[config.mk]
export PLATFORM = sky130hd
export DESIGN_NAME = lsf_top
export DESIGN_NICKNAME = d
export VERILOG_FILES = /design/src/lsf_pkg.sv /design/src/lsf_sensor.sv /design/src/lsf_top.sv
export SDC_FILE = /design/constraint.sdc
export NUM_CORES = 1
export LEC_CHECK = 0
export ABC_CLOCK_PERIOD_IN_PS = 5500
export BUFFER_PORTS_ARGS = -buffer_cell sky130_fd_sc_hd__buf_2
export CORE_MARGIN = 8
export CORE_UTILIZATION = 59
export DETAILED_ROUTE_END_ITERATION = 16
export PLACE_DENSITY = 0.82
export RECOVER_POWER = 50
export SLEW_MARGIN = 20
export SYNTH_ARGS = -nofsm -noshare
export SYNTH_HDL_FRONTEND = slang
export SYNTH_SLANG_ARGS = --single-unit
export TNS_END_PERCENT = 10
[constraint.sdc]
create_clock -name clk_i -period 5.5 [get_ports clk_i]
set_input_delay 1.1 -clock clk_i [delete_from_list [all_inputs] [get_ports clk_i]]
set_output_delay 1.1 -clock clk_i [all_outputs]
set_load 0.01 [all_outputs]
[src/lsf_pkg.sv]
// Constants and types shared by the light sensor level filter
package lsf_pkg;

  // ----------------------------------------
  // Register map
  // ----------------------------------------
  localparam logic [7:0] LSF_SENS1_CFG_OFS = 8'h31;  // light_sensor1_config
  localparam logic [7:0] LSF_SENS2_CFG_OFS = 8'h32;  // light_sensor2_config

  // ----------------------------------------
  // Field positions of a sensor config
  // ----------------------------------------
  localparam int LSF_MEASUREMENT_FILTER_COUNT_LSB = 3;   // measurement_filter_count [5:3]
  localparam int LSF_MEASUREMENT_FILTER_COUNT_MSB = 5;
  localparam int LSF_FORCE_BIT = 2;  // Self-clearing forced conversion
  localparam int LSF_DARK_EN_BIT = 1;    // dark_level_enable
  localparam int LSF_OFFICE_EN_BIT = 0;  // office_level_enable

  // ----------------------------------------
  // Reset values
  // ----------------------------------------
  localparam logic [5:0] LSF_CFG_RST = 6'h00;  // Filter 1, comparators off
  localparam logic [7:0] LSF_CNT_RST = 8'h00;
  localparam logic [7:0] LSF_RDATA_RST = 8'h00;

  // Encoded light level, dark dominates office
  localparam logic [1:0] LSF_LVL_OUTDOOR = 2'h1;
  localparam logic [1:0] LSF_LVL_OFFICE = 2'h2;
  localparam logic [1:0] LSF_LVL_DARK = 2'h3;

  // Sensor sequencer states, one-hot
  typedef enum logic [2:0] {
    LSF_ST_RUN = 3'b001,    // Filtered periodic measurements
    LSF_ST_FWAIT = 3'b010,  // Forced conversion in flight
    LSF_ST_FDONE = 3'b100   // Flags updated, release force bit
  } lsf_state_t;

  // Debounce state of one level comparator
  typedef struct packed {
    logic flag;       // Decided level flag
    logic pend;       // Pending new state
    logic [7:0] cnt;  // Consecutive agreeing results
  } lsf_lvl_t;

endpackage

[src/lsf_sensor.sv]
// One light sensor: hysteresis comparators, debounce filter, forced conversion
`timescale 1ns/100ps
module lsf_sensor
(
  // Clock and reset
  input wire logic clk_i,
  input wire logic rst_b_i,
  // Configuration
  input wire logic [2:0] measurement_filter_count_i,
  input wire logic force_i,
  input wire logic dark_en_i,
  input wire logic office_en_i,
  // Thresholds
  input wire logic [7:0] office_trip_i,
  input wire logic [7:0] office_hys_i,
  input wire logic [7:0] dark_trip_i,
  input wire logic [7:0] dark_hys_i,
  // Front end measurement
  input wire logic [7:0] meas_i,
  input wire logic meas_valid_i,
  output logic conv_req_o,
  // Results
  output logic force_done_o,
  output logic office_flag_o,
  output logic dark_flag_o,
  output logic [1:0] level_o
);
  import lsf_pkg::*;

  // ----------------------------------------
  // Helpers
  // ----------------------------------------
  // Comparator verdict with hysteresis; between the bounds it holds
  function automatic logic lsf_target(input logic cur, input logic [7:0] m,
                                      input logic [7:0] trip, input logic [7:0] hys);
    logic [8:0] upper;
    upper = {1'b0, trip} + {1'b0, hys};  // Nine bits, no wrap
    if ({1'b0, m} < {1'b0, trip})
      lsf_target = 1'b1;
    else if ({1'b0, m} > upper)
      lsf_target = 1'b0;
    else
      lsf_target = cur;
  endfunction

  // One filter step for a level on a new measurement
  function automatic lsf_lvl_t lsf_step(input lsf_lvl_t s, input logic tgt,
                                        input logic [2:0] measurement_filter_count);
    lsf_lvl_t r;
    logic [8:0] need;
    logic [8:0] run;
    r = s;
    need = 9'h001 << measurement_filter_count;  // 2^n agreeing measurements
    run = {1'b0, s.cnt} + 9'h001;
    if (tgt == s.flag)
    begin
      r.cnt = LSF_CNT_RST;  // Agrees with current flag, nothing pending
    end
    else if ((tgt != s.pend) || (s.cnt == LSF_CNT_RST))
    begin
      // Disagreeing run broken: restart with this result
      r.pend = tgt;
      r.cnt = 8'h01;
      if (need == 9'h001)
      begin
        r.flag = tgt;
        r.cnt = LSF_CNT_RST;
      end
    end
    else if (run >= need)
    begin
      r.flag = tgt;  // Uninterrupted run complete
      r.cnt = LSF_CNT_RST;
    end
    else
    begin
      r.cnt = run[7:0];
    end
    lsf_step = r;
  endfunction

  // ----------------------------------------
  // State
  // ----------------------------------------
  typedef struct packed {
    lsf_state_t st;
    lsf_lvl_t office;
    lsf_lvl_t dark;
  } lsf_sens_t;

  lsf_sens_t s_q;  // Registered state
  lsf_sens_t s_d;  // Next state

  // Sequencer and filters
  always_comb
  begin
    s_d = s_q;
    case (s_q.st)
      LSF_ST_RUN:
      begin
        if (force_i)
          s_d.st = LSF_ST_FWAIT;  // Software asked for a conversion
        else if (meas_valid_i)
        begin
          s_d.office = lsf_step(s_q.office, lsf_target(s_q.office.flag, meas_i,
                                office_trip_i, office_hys_i), measurement_filter_count_i);
          s_d.dark = lsf_step(s_q.dark, lsf_target(s_q.dark.flag, meas_i,
                              dark_trip_i, dark_hys_i), measurement_filter_count_i);
        end
      end
      LSF_ST_FWAIT:
      begin
        // Forced result goes straight to the flags, pending runs dropped
        if (meas_valid_i)
        begin
          s_d.office.flag = lsf_target(s_q.office.flag, meas_i, office_trip_i,
                                       office_hys_i);
          s_d.dark.flag = lsf_target(s_q.dark.flag, meas_i, dark_trip_i,
                                     dark_hys_i);
          s_d.office.cnt = LSF_CNT_RST;
          s_d.dark.cnt = LSF_CNT_RST;
          s_d.st = LSF_ST_FDONE;
        end
      end
      LSF_ST_FDONE:
        s_d.st = LSF_ST_RUN;  // Flags already updated, bit released
      default:
        s_d.st = LSF_ST_RUN;
    endcase
    // Disabled comparator holds no flag and no run
    if (!office_en_i)
      s_d.office = '0;
    if (!dark_en_i)
      s_d.dark = '0;
  end

  // State register
  always_ff @(posedge clk_i)
  begin
    if (!rst_b_i)
    begin
      s_q.st <= LSF_ST_RUN;
      s_q.office <= '0;
      s_q.dark <= '0;
    end
    else
      s_q <= s_d;
  end

  // ----------------------------------------
  // Outputs
  // ----------------------------------------
  assign conv_req_o = (s_q.st == LSF_ST_FWAIT);
  assign force_done_o = (s_q.st == LSF_ST_FDONE);
  assign office_flag_o = s_q.office.flag;
  assign dark_flag_o = s_q.dark.flag;
  // Dark decision overrides office
  assign level_o = s_q.dark.flag ? LSF_LVL_DARK :
                   (s_q.office.flag ? LSF_LVL_OFFICE : LSF_LVL_OUTDOOR);

endmodule

[src/lsf_top.sv]
// Dual light sensor level filter with its two configuration registers
`timescale 1ns/100ps
module lsf_top
(
  // Clock and reset
  input wire logic clk_i,
  input wire logic rst_b_i,
  // Register port
  input wire logic [7:0] reg_addr_i,
  input wire logic reg_wr_i,
  input wire logic [7:0] reg_wdata_i,
  input wire logic reg_rd_i,
  output logic [7:0] reg_rdata_o,
  // Sensor 1 thresholds
  input wire logic [7:0] s1_office_trip_i,
  input wire logic [7:0] s1_office_hys_i,
  input wire logic [7:0] s1_dark_trip_i,
  input wire logic [7:0] s1_dark_hys_i,
  // Sensor 1 front end
  input wire logic [7:0] s1_meas_i,
  input wire logic s1_meas_valid_i,
  output logic s1_conv_req_o,
  // Sensor 1 results
  output logic s1_office_flag_o,
  output logic s1_dark_flag_o,
  output logic [1:0] s1_level_o,
  // Sensor 2 thresholds
  input wire logic [7:0] s2_office_trip_i,
  input wire logic [7:0] s2_office_hys_i,
  input wire logic [7:0] s2_dark_trip_i,
  input wire logic [7:0] s2_dark_hys_i,
  // Sensor 2 front end
  input wire logic [7:0] s2_meas_i,
  input wire logic s2_meas_valid_i,
  output logic s2_conv_req_o,
  // Sensor 2 results
  output logic s2_office_flag_o,
  output logic s2_dark_flag_o,
  output logic [1:0] s2_level_o
);
  import lsf_pkg::*;

  // ----------------------------------------
  // Register layout
  // ----------------------------------------
  // Both sensor configs share one layout:
  //   [7:6] not stored, read back as zero
  //   [5:3] filter code, 2^code agreeing results needed
  //   [2]   forced conversion, cleared by hardware when done
  //   [1]   dark comparator enable
  //   [0]   office comparator enable
  // Only the force bit is ever changed by hardware; every other bit
  // keeps what software last wrote.
  // A write lands at its own edge; a read answers one cycle later
  // and the read data then stands until the next read strobe.
  // The trip and hysteresis values arrive as plain ports, since
  // their registers sit outside this block.

  // ----------------------------------------
  // Register state
  // ----------------------------------------
  typedef struct packed {
    logic [5:0] cfg1;   // light_sensor1_config [5:0]
    logic [5:0] cfg2;   // light_sensor2_config [5:0]
    logic [7:0] rdata;  // Read data holding register
  } lsf_regs_t;

  lsf_regs_t r_q;  // Registered
  lsf_regs_t r_d;  // Next

  logic s1_done;  // Sensor 1 forced conversion finished
  logic s2_done;  // Sensor 2 forced conversion finished
  logic s1_wr;  // Write strobe aimed at sensor 1 config
  logic s2_wr;  // Write strobe aimed at sensor 2 config

  // ----------------------------------------
  // Helpers
  // ----------------------------------------
  // Apply a write and a hardware force clear; the write wins
  // The clear goes first, so a host write in the same cycle still lands
  // and a force request made just as the last one ends is not lost
  // Trade-off: a host cannot cancel a forced conversion in flight
  function automatic logic [5:0] lsf_cfg_next(input logic [5:0] cur, input logic wr,
                                              input logic [7:0] wd, input logic done);
    logic [5:0] n;
    n = cur;
    if (done)
      n[LSF_FORCE_BIT] = 1'b0;  // Self clear after update
    if (wr)
      n = wd[5:0];  // Bits 7:6 are not stored
    lsf_cfg_next = n;
  endfunction

  // ----------------------------------------
  // Write decode
  // ----------------------------------------
  // Unmapped addresses match neither strobe, so such writes vanish
  assign s1_wr = reg_wr_i && (reg_addr_i == LSF_SENS1_CFG_OFS);
  assign s2_wr = reg_wr_i && (reg_addr_i == LSF_SENS2_CFG_OFS);

  // ----------------------------------------
  // Register write and read
  // ----------------------------------------
  // Decode and read mux
  always_comb
  begin
    // Default: every register holds
    r_d = r_q;
    // Two registers of one layout
    r_d.cfg1 = lsf_cfg_next(r_q.cfg1, s1_wr, reg_wdata_i, s1_done);
    r_d.cfg2 = lsf_cfg_next(r_q.cfg2, s2_wr, reg_wdata_i, s2_done);
    // Read data moves only on a strobe, so a slow host can fetch it later
    if (reg_rd_i)
    begin
      // Live force bit is visible, unused upper bits read zero
      case (reg_addr_i)
        // Sensor 1 config, upper bits padded
        LSF_SENS1_CFG_OFS:
          r_d.rdata = {2'h0, r_q.cfg1};
        // Sensor 2 config, upper bits padded
        LSF_SENS2_CFG_OFS:
          r_d.rdata = {2'h0, r_q.cfg2};
        // Every other address
        default:
          r_d.rdata = LSF_RDATA_RST;  // Unmapped address reads zero
      endcase
    end
  end

  // Register update
  // Reset leaves filter code 0 and both comparators off, so nothing
  // decides a level until software has written a config
  always_ff @(posedge clk_i)
  begin
    if (!rst_b_i)
    begin
      // Synchronous reset, held for at least one edge
      r_q.cfg1 <= LSF_CFG_RST;
      r_q.cfg2 <= LSF_CFG_RST;
      r_q.rdata <= LSF_RDATA_RST;
    end
    else
      // Normal run: take the next value
      r_q <= r_d;
  end

  // ----------------------------------------
  // Register port outputs
  // ----------------------------------------
  // Straight from the holding flop, never from the live mux
  // Reads as zero after reset until the first read strobe
  assign reg_rdata_o = r_q.rdata;

  // ----------------------------------------
  // Sensors
  // ----------------------------------------
  // Both sensors use one module; only the config register, the threshold
  // set and the front end that feed them differ
  // Sensor 1 decision logic
  lsf_sensor u_sens1
  (
    // Clock and reset
    .clk_i(clk_i),
    .rst_b_i(rst_b_i),
    // Config fields
    .measurement_filter_count_i(r_q.cfg1[LSF_MEASUREMENT_FILTER_COUNT_MSB:LSF_MEASUREMENT_FILTER_COUNT_LSB]),
    .force_i(r_q.cfg1[LSF_FORCE_BIT]),
    .dark_en_i(r_q.cfg1[LSF_DARK_EN_BIT]),
    .office_en_i(r_q.cfg1[LSF_OFFICE_EN_BIT]),
    // Thresholds
    .office_trip_i(s1_office_trip_i),
    .office_hys_i(s1_office_hys_i),
    .dark_trip_i(s1_dark_trip_i),
    .dark_hys_i(s1_dark_hys_i),
    // Front end
    .meas_i(s1_meas_i),
    .meas_valid_i(s1_meas_valid_i),
    .conv_req_o(s1_conv_req_o),
    // Results
    .force_done_o(s1_done),
    .office_flag_o(s1_office_flag_o),
    .dark_flag_o(s1_dark_flag_o),
    .level_o(s1_level_o)
  );

  // Sensor 2 decision logic
  lsf_sensor u_sens2
  (
    // Clock and reset
    .clk_i(clk_i),
    .rst_b_i(rst_b_i),
    // Config fields
    .measurement_filter_count_i(r_q.cfg2[LSF_MEASUREMENT_FILTER_COUNT_MSB:LSF_MEASUREMENT_FILTER_COUNT_LSB]),
    .force_i(r_q.cfg2[LSF_FORCE_BIT]),
    .dark_en_i(r_q.cfg2[LSF_DARK_EN_BIT]),
    .office_en_i(r_q.cfg2[LSF_OFFICE_EN_BIT]),
    // Thresholds
    .office_trip_i(s2_office_trip_i),
    .office_hys_i(s2_office_hys_i),
    .dark_trip_i(s2_dark_trip_i),
    .dark_hys_i(s2_dark_hys_i),
    // Front end
    .meas_i(s2_meas_i),
    .meas_valid_i(s2_meas_valid_i),
    .conv_req_o(s2_conv_req_o),
    // Results
    .force_done_o(s2_done),
    .office_flag_o(s2_office_flag_o),
    .dark_flag_o(s2_dark_flag_o),
    .level_o(s2_level_o)
  );

endmodule

==> results of run 1 <==
==> where the power goes <==
part / switching [mW] / internal [mW] / total (mW)
clock: 0.205 / 0.455 / 0.659
combinational: 0.234 / 0.189 / 0.424
sequential: 0.00130 / 0.466 / 0.468
==> cells in the mapped netlist, drive strengths merged (16+ instances only) <==
cell / n / area share [%]
nand2b: 22 / 1.9
a21oi: 53 / 3.9
xnor2: 21 / 2.6
xor2: 16 / 2.0
nand2: 105 / 5.5
a21o: 21 / 2.2
nor3: 19 / 1.3
nor2: 51 / 2.7
inv: 69 / 3.6
o21ai: 39 / 2.7
dfxtp: 64 / 18
ha: 132 / 23
nand3: 46 / 3.2
a211oi: 16 / 1.7
clkbuf: 18 / 0.94
==> cells in the final DEF (no fill, tap or decap), types with 11 or more instances in the layout <==
master	count
a211oi_1	15
a21boi_0	12
a21o_1	21
a21oi_1	50
a31oi_1	11
and3_1	12
buf_2	98
clkbuf_1	20
dfxtp_1	64
ha_1	132
inv_1	69
nand2_1	105
nand2b_1	22
nand3_1	46
nand4_1	12
nor2_1	51
nor3_1	19
o21ai_0	39
xnor2_1	21
xor2_1	15
==> per-stage QoR <==
stage	setup slack [ns]	cell area, um^2	hold WS [ns]
2_1_floorplan	1.05	7210	0.455
3_3_place_gp	0.609	7860	0.458
4_1_cts	0.774	8200	0.474
5_1_grt	0.413	8180	0.486
6_report	0.714	8180	0.476
3_5_place_dp	0.467	7860	0.462
==> metal layers <==
metal	vias up	GRT usage, %	part of all wire (%)
met3	26	4.15	4.2
met5	-	0	0
li1	3574	-	-
met1	3204	26.2	45
met4	0	5.31	1.4
met2	146	38.3	50
==> final cells by class <==
type | instances | area (um^2) | share of cell area (%)
tap | 147 | 184 | 2.25
multi-input combinational | 760 | 5540 | 67.7
inverter | 69 | 259 | 3.17
timing repair buffer | 118 | 569 | 6.96
clock inverter | 5 | 104 | 1.27
sequential | 64 | 1280 | 15.7
clock buffer | 11 | 243 | 2.97
==> cell families (layout without fill, tap and decap cells) <==
family	Yosys count	in the layout	share of synthesized area, %
DFF	64	64	17.8
and+or+nand+nor	334	334	23.5
xor gates and xnor gates	37	37	4.60
other	1	2	0.0520
muxes	3	3	0.469
AOI/OAI and AO/OA	248	248	24.1
buffers and inverters	97	203	5.47
adders and majority gates	136	136	24.0
==> path summary, 6_finish.rpt <==
| check | startpoint | endpoint | slack, ns | depth (start not counted) |
|---|---|---|---|---|
| setup / recovery | s2_dark_trip_i[1] | u_sens2.s_q[7] | 0.71 | 18 |
| hold / removal | reg_rdata_o[1] | reg_rdata_o[1] | 0.48 | 1 |
| setup reg to reg | u_sens1.s_q[0] | u_sens1.s_q[0] | 1.94 | 14 |
| hold reg to reg | reg_rdata_o[1] | reg_rdata_o[1] | 0.48 | 1 |
==> state kept, by name, summed over array words and instances, names as in the netlist <==
register and cells:
r_q 12, reg_rdata_o 6, u_sens1.dark_flag_o 1, u_sens1.office_flag_o 1, u_sens1.s_q 21, u_sens2.dark_flag_o 1, u_sens2.office_flag_o 1, u_sens2.s_q 21
==> run_results.csv, run 1 <==
group,metric,value,unit
timing,setup_tns,0,ns
die,die_y,127,um
finish,fin_util,68.3,%
power_and_ir_drop,finalPower,1.55,mW
timing,finalCriticalPeriod,4.79,ns
timing,hold_violations,0,
synthesis,synth-seq-area-share,17.8,%
placement,port_buffers,115,
power_and_ir_drop,powerDensity,190,nW/um^2
synthesis,synth.avg_cell_area,7.83,um^2
finish,layout.cells.non_filler,1174,
timing,finalMaxSlewViolations,0,
drt,routed_wl,17700,um
synthesis,synth.distinct_cells,71,
timing,max_slew_margin,20.2,%
setup_path,start_kind,"primary input",
timing,finalClockSkew,0.00782,ns
global_route,grt.overflow.total,0,
setup_path,cp_top_family,"compound AO/OA/AOI/OAI gates",
setup_path,cp.arrival,5.05,ns
finish,nets,1260,
clock_network,numCtsBuffers,9,
die,rows,40,
setup_path,cp_max_fo,4,
global_route,grt_pass1_wl,29500,um
placement,hpwlAfterDp,14300,um
synthesis,async_reset_ff_share,0,%
setup_path,end_kind,"register",
placement,gp_congestion,0.873,
clock_network,cts_buffer_depth,2,
global_route,grt_use_total,21.6,%
setup_path,cpPeakStageDelay,0.60,ns
drt,dr.pass1.iters,5,
setup_path,cp_num_buf_inv,1,
clock_network,cts_tree,"built",
drt,via_per_inst,5.92,
synthesis,synth_area,7210,um^2
setup_path,cpMostUsedCell,"a21oi_1",
timing,rsz0062_at_grt,"false",
clock_network,cts_root_buffer,"clkbuf_16",
setup_path,worstPathRequired,5.76,ns
setup_path,worstPathCellList,"buf_2 -> ha_1 -> a21o_1 -> a21oi_1 -> o21bai_1 -> a21oi_1 -> o21bai_1 -> a21oi_1 -> xor2_1 -> ha_1 -> nand3_1 -> nor3_1 -> a211oi_1 -> a31oi_1 -> or4b_1 -> a211oi_1 -> nand2_1 -> a21oi_1",
timing,period_share,87.0,%
clock_network,cts_setup_buffers,0,
finish,layout-drive-gt1-share,13.8,%
synthesis,synth-seq-cells,64,
setup_path,worst-setup-path-type,"primary input to register",
timing,finalSetupViolations,0,
synthesis,synth-edff-count,0,
finish,fillers,1028,
power_and_ir_drop,p_leak,3.85,nW
job,maxCapViolations,0,
drt,drtIter0Drc,301,
clock_network,clock-sinks,64,
synthesis,synth-main-ff-cell,"dfxtp_1",
die,die_area,16000,um^2
drt,drc_errors,0,
clock_network,path_clk_slew,0.06,ns
die,core_area,12000,um^2
die,ios,120,
die,start_util,60.3,%
die,die_x,127,um
status,status,"finished, final reports clean",
drt,detail-route-antenna-nets,0,
synthesis,synthCells,920,
finish,synthToLayoutAreaGrowth,13.4,%
global_route,grt_max_degree,32,
timing,timing.fmax,209,MHz
setup_path,cp_slowest_cell,"a211oi_1",
drt,wl_per_cell,15.0,um
global_route,grt_pass1_vias,6628,
global_route,antenna_found_initial,0,
min_path,hp-class,"register to register",
clock_network,clock_latency,0.34,ns
placement,dp_cells,1158,
power_and_ir_drop,ir_drop,165,uV
synthesis,ys_warn_count,0,
timing,tightest_slew,1.20,ns
finish,antenna_cells,0,
clock_network,hold_buffers,0,
clock_network,cts_resized,0,
drt,dr_total_vias,6950,
clock_network,htreeDepth,3,
Power figures use the tool's default switching activity.
==> run 2, diff against run 1 <==
--- a/config.mk
+++ b/config.mk
@@ -5,6 +5,7 @@
 export SDC_FILE = /design/constraint.sdc
 export NUM_CORES = 1
 export LEC_CHECK = 0
+export ABC_AREA = 1
 export ABC_CLOCK_PERIOD_IN_PS = 5500
 export BUFFER_PORTS_ARGS = -buffer_cell sky130_fd_sc_hd__buf_2
 export CORE_MARGIN = 8
==> run 2 against run 1 <==
Synthesized cell count up 15%. Register-to-register slack improved by 0.85 ns. Flip-flop and latch count unchanged. Count of clock-buffer cells in the layout is 1 higher. Die area is 0.25% lower. Cell area shrank 0.89%. Synthesized area is 0.30% lower. Clock power shrank 21%. Via count rose by 1.5%. Routed wire length down 1.6%. Combinational power increased by 22%. Utilization down 0.61 points. Largest power group is now combinational logic. Highest routed layer unchanged.
==> run_results.csv, run 2 <==
group,metric,value,unit
status,status,"finished, final reports clean",
setup_path,r2r_slack,2.79,ns
setup_path,cpMostUsedCell,"nand2_1",
die,start_util,60.1,%
global_route,use_met1,25.6,%
min_path,hp-start,"r_q[15]",
placement,gp_congestion,0.876,
timing,finalMaxSlewViolations,0,
synthesis,synthCells,1054,
die,die_area,16000,um^2
setup_path,start_kind,"primary input",
power_and_ir_drop,finalPower,1.52,mW
setup_path,cp_slowest_cell,"ha_1",
power_and_ir_drop,powerDensity,187,nW/um^2
setup_path,worstPathRequired,5.76,ns
clock_network,cts_tree,"built",
setup_path,worst_r2r_endpoint,"u_sens1.s_q[10]",
timing,setup_tns,0,ns
synthesis,synth_area,7190,um^2
synthesis,synth.distinct_cells,47,
synthesis,synth-main-ff-cell,"dfxtp_1",
finish,final_common_cell,"nand2_1",
setup_path,cp_max_fo,5,
timing,hold_violations,0,
finish,layout.area.seq,1280,um^2
timing,tightest_slew,0.908,ns
timing,timing.fmax,248,MHz
synthesis,async_reset_ff_share,0,%
finish,antenna_cells,0,
min_path,worstHoldPathCells,2,
global_route,grt_pass1_wl,29000,um
finish,layout-drive-gt1-share,13.7,%
setup_path,cp_num_buf_inv,1,
job,maxCapViolations,0,
placement,port_buffers,115,
finish,top_regs,"u_sens1.s_q (21), u_sens2.s_q (21), r_q (12)",
synthesis,yosys-top-cells-count,"nand2_1 (192), inv_1 (165), ha_1 (132)",
clock_network,cts_buffer_depth,2,
finish,layout_common_cells,"nand2_1 (192), inv_1 (165), ha_1 (132)",
drt,dr_total_vias,7057,
global_route,antenna_found_initial,0,
drt,routed_wl,17400,um
clock_network,numCtsBuffers,9,
synthesis,synth-edff-count,0,
global_route,grt.busiest_layer,"met2",
setup_path,worstPathCellList,"buf_2 -> ha_1 -> a21oi_1 -> nand2_1 -> a21oi_1 -> o21ai_0 -> nand2_1 -> nand2_1 -> a21oi_1 -> xor2_1 -> ha_1 -> nand3_1 -> nor2_1 -> a21boi_0 -> nand2_1 -> nor2_1 -> nand2_1 -> nand2_1 -> nand3_1 -> nand2_1 -> nand2_1 -> nor2_2 -> nand3_1 -> a21oi_1",
clock_network,hold_buffers,0,
drt,drc_errors,0,
synthesis,netlist.top_cell.by_area,"ha_1",
global_route,grt.overflow.total,0,
global_route,use_met3,4.40,%
synthesis,synth_area_leaders,"ha_1 (23%), dfxtp_1 (18%), nand2_1 (10%)",
min_path,hold_end,"r_q[15]",
timing,rsz0062_at_grt,"false",
die,rows,40,
finish,synthToLayoutAreaGrowth,12.8,%
placement,hpwlAfterDp,14400,um
power_and_ir_drop,ir_drop,139,uV
global_route,grt.met2_usage,38.5,%
clock_network,cts_resized,0,
synthesis,synth-seq-cells,64,
die,ios,120,
clock_network,clock-sinks,64,
finish,nets,1403,
clock_network,path_clk_slew,0.05,ns
setup_path,cpPeakStageDelay,0.34,ns
synthesis,ys_warn_count,0,
clock_network,htreeDepth,3,
setup_path,worst_r2r_startpoint,"u_sens1.s_q[10]",
timing,max_slew_margin,39.5,%
global_route,grt_max_degree,24,
synthesis,synth_most_common_cell,"nand2_1",
die,core_area,12000,um^2
synthesis,synth.avg_cell_area,6.82,um^2
drt,detail-route-antenna-nets,0,
die,die_y,126,um
drt,dr.pass1.iters,5,
synthesis,synth-seq-area-share,17.8,%
die,die_x,126,um
timing,period_share,73.3,%
timing,finalSetupViolations,0,
power_and_ir_drop,p_leak,4.15,nW
timing,finalClockSkew,0.00474,ns
global_route,grt_pass1_vias,6638,
clock_network,clock_latency,0.34,ns
finish,fillers,1059,
setup_path,r2r_cells,15,
setup_path,cp_top_family,"simple AND/OR/NAND/NOR gates",
timing,finalCriticalPeriod,4.03,ns
drt,drtIter0Drc,357,
global_route,grt_use_total,21.4,%
clock_network,cts_setup_buffers,0,
clock_network,cts_root_buffer,"clkbuf_16",
min_path,hp-class,"register to register",
setup_path,end_kind,"register",
setup_path,cp.arrival,4.29,ns
drt,wl_per_cell,13.2,um
synthesis,synth_top_area_share,23.0,%
setup_path,worst-setup-path-type,"primary input to register",
drt,via_per_inst,5.36,
finish,multi_input_area,5110,um^2
run 2: changes by cell type in the layout (fill, tap and decap cells not counted), sizes merged, moves of 14 or more:
cell    before  now
xor2        16   35
nand2      105  197
nand3       46   84
a21oi       53  115
a211oi      16    2
nand4       12   28
nand2b      22    0
inv         69  180
a21o        21    2
nor2        51   69
run 2: per-layer routing:
metal,up-vias,wire length [um]
met4,0,280
li1,3735,-
met5,-,0
met2,140,8380
met3,22,720
met1,3160,7980
run 2: stage by stage:
| step | area [um^2] | std cells | util, % | hold WS [ns] | setup WS (ns) |
|---|---|---|---|---|---|
| 2_1_floorplan | 7190 | 1055 | - | 0.439 | 1.75 |
| 3_3_place_gp | 7860 | 1301 | 65.7 | 0.459 | 1.23 |
| 3_5_place_dp | 7860 | 1301 | 65.7 | 0.465 | 1.17 |
| 4_1_cts | 8130 | 1317 | 68.0 | 0.477 | 1.51 |
| 5_1_grt | 8100 | 1317 | 67.7 | 0.499 | 1.15 |
| 6_report | 8100 | 1317 | 67.7 | 0.476 | 1.47 |
run 2: report_power, final:
group,leakage [nW],total [mW],switching (mW),internal [mW]
Clock,0.136,0.518,0.204,0.314
Combinational,3.50,0.518,0.317,0.201
Sequential,0.517,0.481,0.00571,0.475
Total,4.15,1.52,0.528,0.990
run 2: worst max path at each step:
stage                        start              end  depth (start not counted)
3_3_place_gp     s2_dark_trip_i[2]   u_sens2.s_q[2]                         24
5_1_grt          s2_dark_trip_i[2]   u_sens2.s_q[6]                         24
2_1_floorplan  s1_office_trip_i[2]  u_sens1.s_q[11]                         23
4_1_cts          s2_dark_trip_i[2]   u_sens2.s_q[3]                         24
6_report         s2_dark_trip_i[2]   u_sens2.s_q[2]                         24
3_5_place_dp     s2_dark_trip_i[2]   u_sens2.s_q[3]                         24
run 2: area by class of cell:
type / count / share of cell area (%)
clock buffer: 12 / 3.04
inverter: 185 / 8.57
tap: 147 / 2.27
clock inverter: 4 / 0.247
timing repair buffer: 116 / 6.96
multi-input combinational: 789 / 63.1
sequential: 64 / 15.8
run 2: tightest hold or removal path: stages (launching register included):
cell	delay (ns)
dfxtp_1	0.31
inv_1	0.06
a21oi_1	0.06
run 2: cell families (layout without fill, tap and decap cells):
family | after synthesis | count (layout) | share of synthesized area, %
AO/OA/AOI/OAI | 188 | 188 | 14.6
XOR/XNOR | 44 | 44 | 5.36
adder cells (fa/ha/maj) | 136 | 136 | 24.1
buffers and inverters | 202 | 317 | 11.0
flip-flops | 64 | 64 | 17.8
other | 1 | 2 | 0.0522
AND/OR/NAND/NOR | 419 | 419 | 27.1
==> run 3, diff against run 2 <==
--- a/config.mk
+++ b/config.mk
@@ -5,8 +5,8 @@
 export SDC_FILE = /design/constraint.sdc
 export NUM_CORES = 1
 export LEC_CHECK = 0
-export ABC_AREA = 1
-export ABC_CLOCK_PERIOD_IN_PS = 5500
+export ABC_AREA = 0
+export ABC_CLOCK_PERIOD_IN_PS = 3900
 export BUFFER_PORTS_ARGS = -buffer_cell sky130_fd_sc_hd__buf_2
 export CORE_MARGIN = 8
 export CORE_UTILIZATION = 59
==> constraint.sdc (replaced) <==
create_clock -name clk_i -period 3.9 [get_ports clk_i]
set_input_delay 0.78 -clock clk_i [delete_from_list [all_inputs] [get_ports clk_i]]
set_output_delay 0.78 -clock clk_i [all_outputs]
set_load 0.01 [all_outputs]
==> run 3 against run 2 <==
Register-to-register slack worse by 2.2 ns. Combinational power grew 36%. Count of clock-buffer cells in the layout grew 1. Largest power group is now the clock network. Highest routed layer unchanged.
==> run_results.csv, run 3 (synthesis gave the netlist of run 1 again) <==
group,metric,value,unit
status,status,"finished, final reports clean",
clock_network,cts_tree,"built",
placement,hpwlAfterDp,14600,um
timing,finalMaxSlewViolations,0,
finish,design_area,8680,um^2
timing,fin_ws,0.0195,ns
setup_path,cpPeakStageDelay,0.55,ns
die,rows,40,
finish,layout_common_cells,"ha_1 (130), nand2_1 (105), buf_2 (101)",
finish,synthToLayoutAreaGrowth,20.4,%
finish,top_regs,"u_sens1.s_q (21), u_sens2.s_q (21), r_q (12)",
setup_path,worst-setup-path-type,"primary input to register",
clock_network,clock_latency,0.33,ns
global_route,grt_pass1_vias,6975,
clock_network,path_clk_slew,0.05,ns
setup_path,cp_max_fo,6,
timing,finalCriticalPeriod,3.88,ns
drt,routed_wl,18000,um
placement,port_buffers,115,
finish,fin_util,72.6,%
setup_path,worstPathCellList,"buf_2 -> ha_2 -> inv_1 -> fa_1 -> nand2b_4 -> a21oi_2 -> a211oi_1 -> xor2_1 -> ha_1 -> a21o_1 -> a21oi_1 -> a211oi_2 -> a31oi_2 -> or4b_4 -> and2_4 -> a31o_4 -> a211oi_2",
min_path,hp-class,"register to register",
timing,period_share,99.5,%
global_route,grt_pass1_wl,30300,um
power_and_ir_drop,finalPower,2.17,mW
die,start_util,60.3,%
global_route,grt.overflow.total,0,
timing,finalSetupViolations,0,
setup_path,start_kind,"primary input",
finish,layout-drive-gt1-share,20.7,%
setup_path,cpMostUsedCell,"a211oi_2",
clock_network,clock-sinks,64,
timing,holdWs,0.474,ns
setup_path,cp_slowest_cell,"or4b_4",
drt,via_per_inst,5.87,
setup_path,end_kind,"register",
placement,gp_congestion,0.910,
global_route,antenna_found_initial,1,
global_route,grt_max_degree,32,
timing,max_slew_margin,43.9,%
placement,place_ws,-0.375,ns
drt,dr.pass1.iters,5,
timing,finalClockSkew,0.00701,ns
drt,drtIter0Drc,408,
drt,dr_total_vias,7188,
drt,drc_errors,0,
power_and_ir_drop,powerDensity,250,nW/um^2
clock_network,hold_buffers,0,
finish,final_common_cell,"ha_1",
clock_network,cts_root_buffer,"clkbuf_16",
setup_path,worstPathRequired,4.15,ns
global_route,grt_use_total,22.1,%
placement,dp_cells,1203,
setup_path,cp.arrival,4.13,ns
power_and_ir_drop,p_leak,4.12,nW
die,die_area,16000,um^2
job,maxCapViolations,0,
timing,setup_tns,0,ns
drt,detail-route-antenna-nets,0,
timing,tightest_slew,0.835,ns
finish,layout.cells.non_filler,1224,
die,ios,120,
placement,place_area,8220,um^2
power_and_ir_drop,ir_drop,259,uV
clock_network,cts_buffer_depth,2,
drt,wl_per_cell,14.7,um
finish,nets,1309,
timing,rsz0062_at_grt,"true",
die,core_area,12000,um^2
timing,hold_violations,0,
die,die_y,127,um
timing,timing.fmax,258,MHz
clock_network,numCtsBuffers,9,
die,die_x,127,um
clock_network,htreeDepth,3,
[run 3: cell count changes in the layout (fill, tap and decap cells not counted), moves of 11 or more]
cell	before	now
inv_1	165	69
nand3_1	78	44
a21o_1	2	21
nor2_1	62	51
a21oi_1	113	40
nand2_1	192	105
nand4_1	28	12
buf_4	1	49
nand2b_1	0	21
inv_2	15	0
xnor2_1	9	21
and3_1	1	12
xor2_1	35	15
[run 3: routing by layer]
metal  vias up  track usage (%)  wire (um)
li1       3684                -          -
met1      3346             25.8       7890
met2       144             40.7       9170
met3        14             4.78        830
met4         0             4.18        136
met5         -                0          0
[run 3: path summary, 6_finish.rpt]
kind                                        start                   to  slack (ns)  depth (start not counted)
worst max-delay path            s2_dark_trip_i[0]  u_sens2.dark_flag_o        0.02                         17
worst max register to register     u_sens2.s_q[0]  u_sens2.dark_flag_o        0.57                         11
worst min register to register     reg_rdata_o[2]       reg_rdata_o[2]        0.47                          1
worst min-delay path               reg_rdata_o[2]       reg_rdata_o[2]        0.47                          1
[run 3: power by group]
group	switching, mW	total, mW	internal [mW]
registers	0.00183	0.660	0.658
logic	0.360	0.702	0.342
clock network	0.281	0.809	0.527
total	0.643	2.17	1.53
[run 3: timing repair]
action                     in CTS  in global routing
setup buffers                   0                  4
gates cloned                    0                  0
pin swaps                       1                 27
setup endpoints to repair       2                 24
gates resized for setup         1                 30
[run 3: cell type report]
class	count	area (um^2)
clock buffer	13	260
clock inverter	3	40.0
inverter	69	259
antenna	1	2.50
sequential	64	1280
tap	147	184
fill	966	3280
timing repair buffer	167	963
multi-input combinational	760	5690
[run 3: critical path: cells and delay by family]
kind                     cells  cell delay, ns
XOR/XNOR                     1            0.15
buffers and inverters        2            0.14
AND/OR/NAND/NOR              3            0.91
AO/OA/AOI/OAI                8            1.25
adder cells (fa/ha/maj)      3            0.88
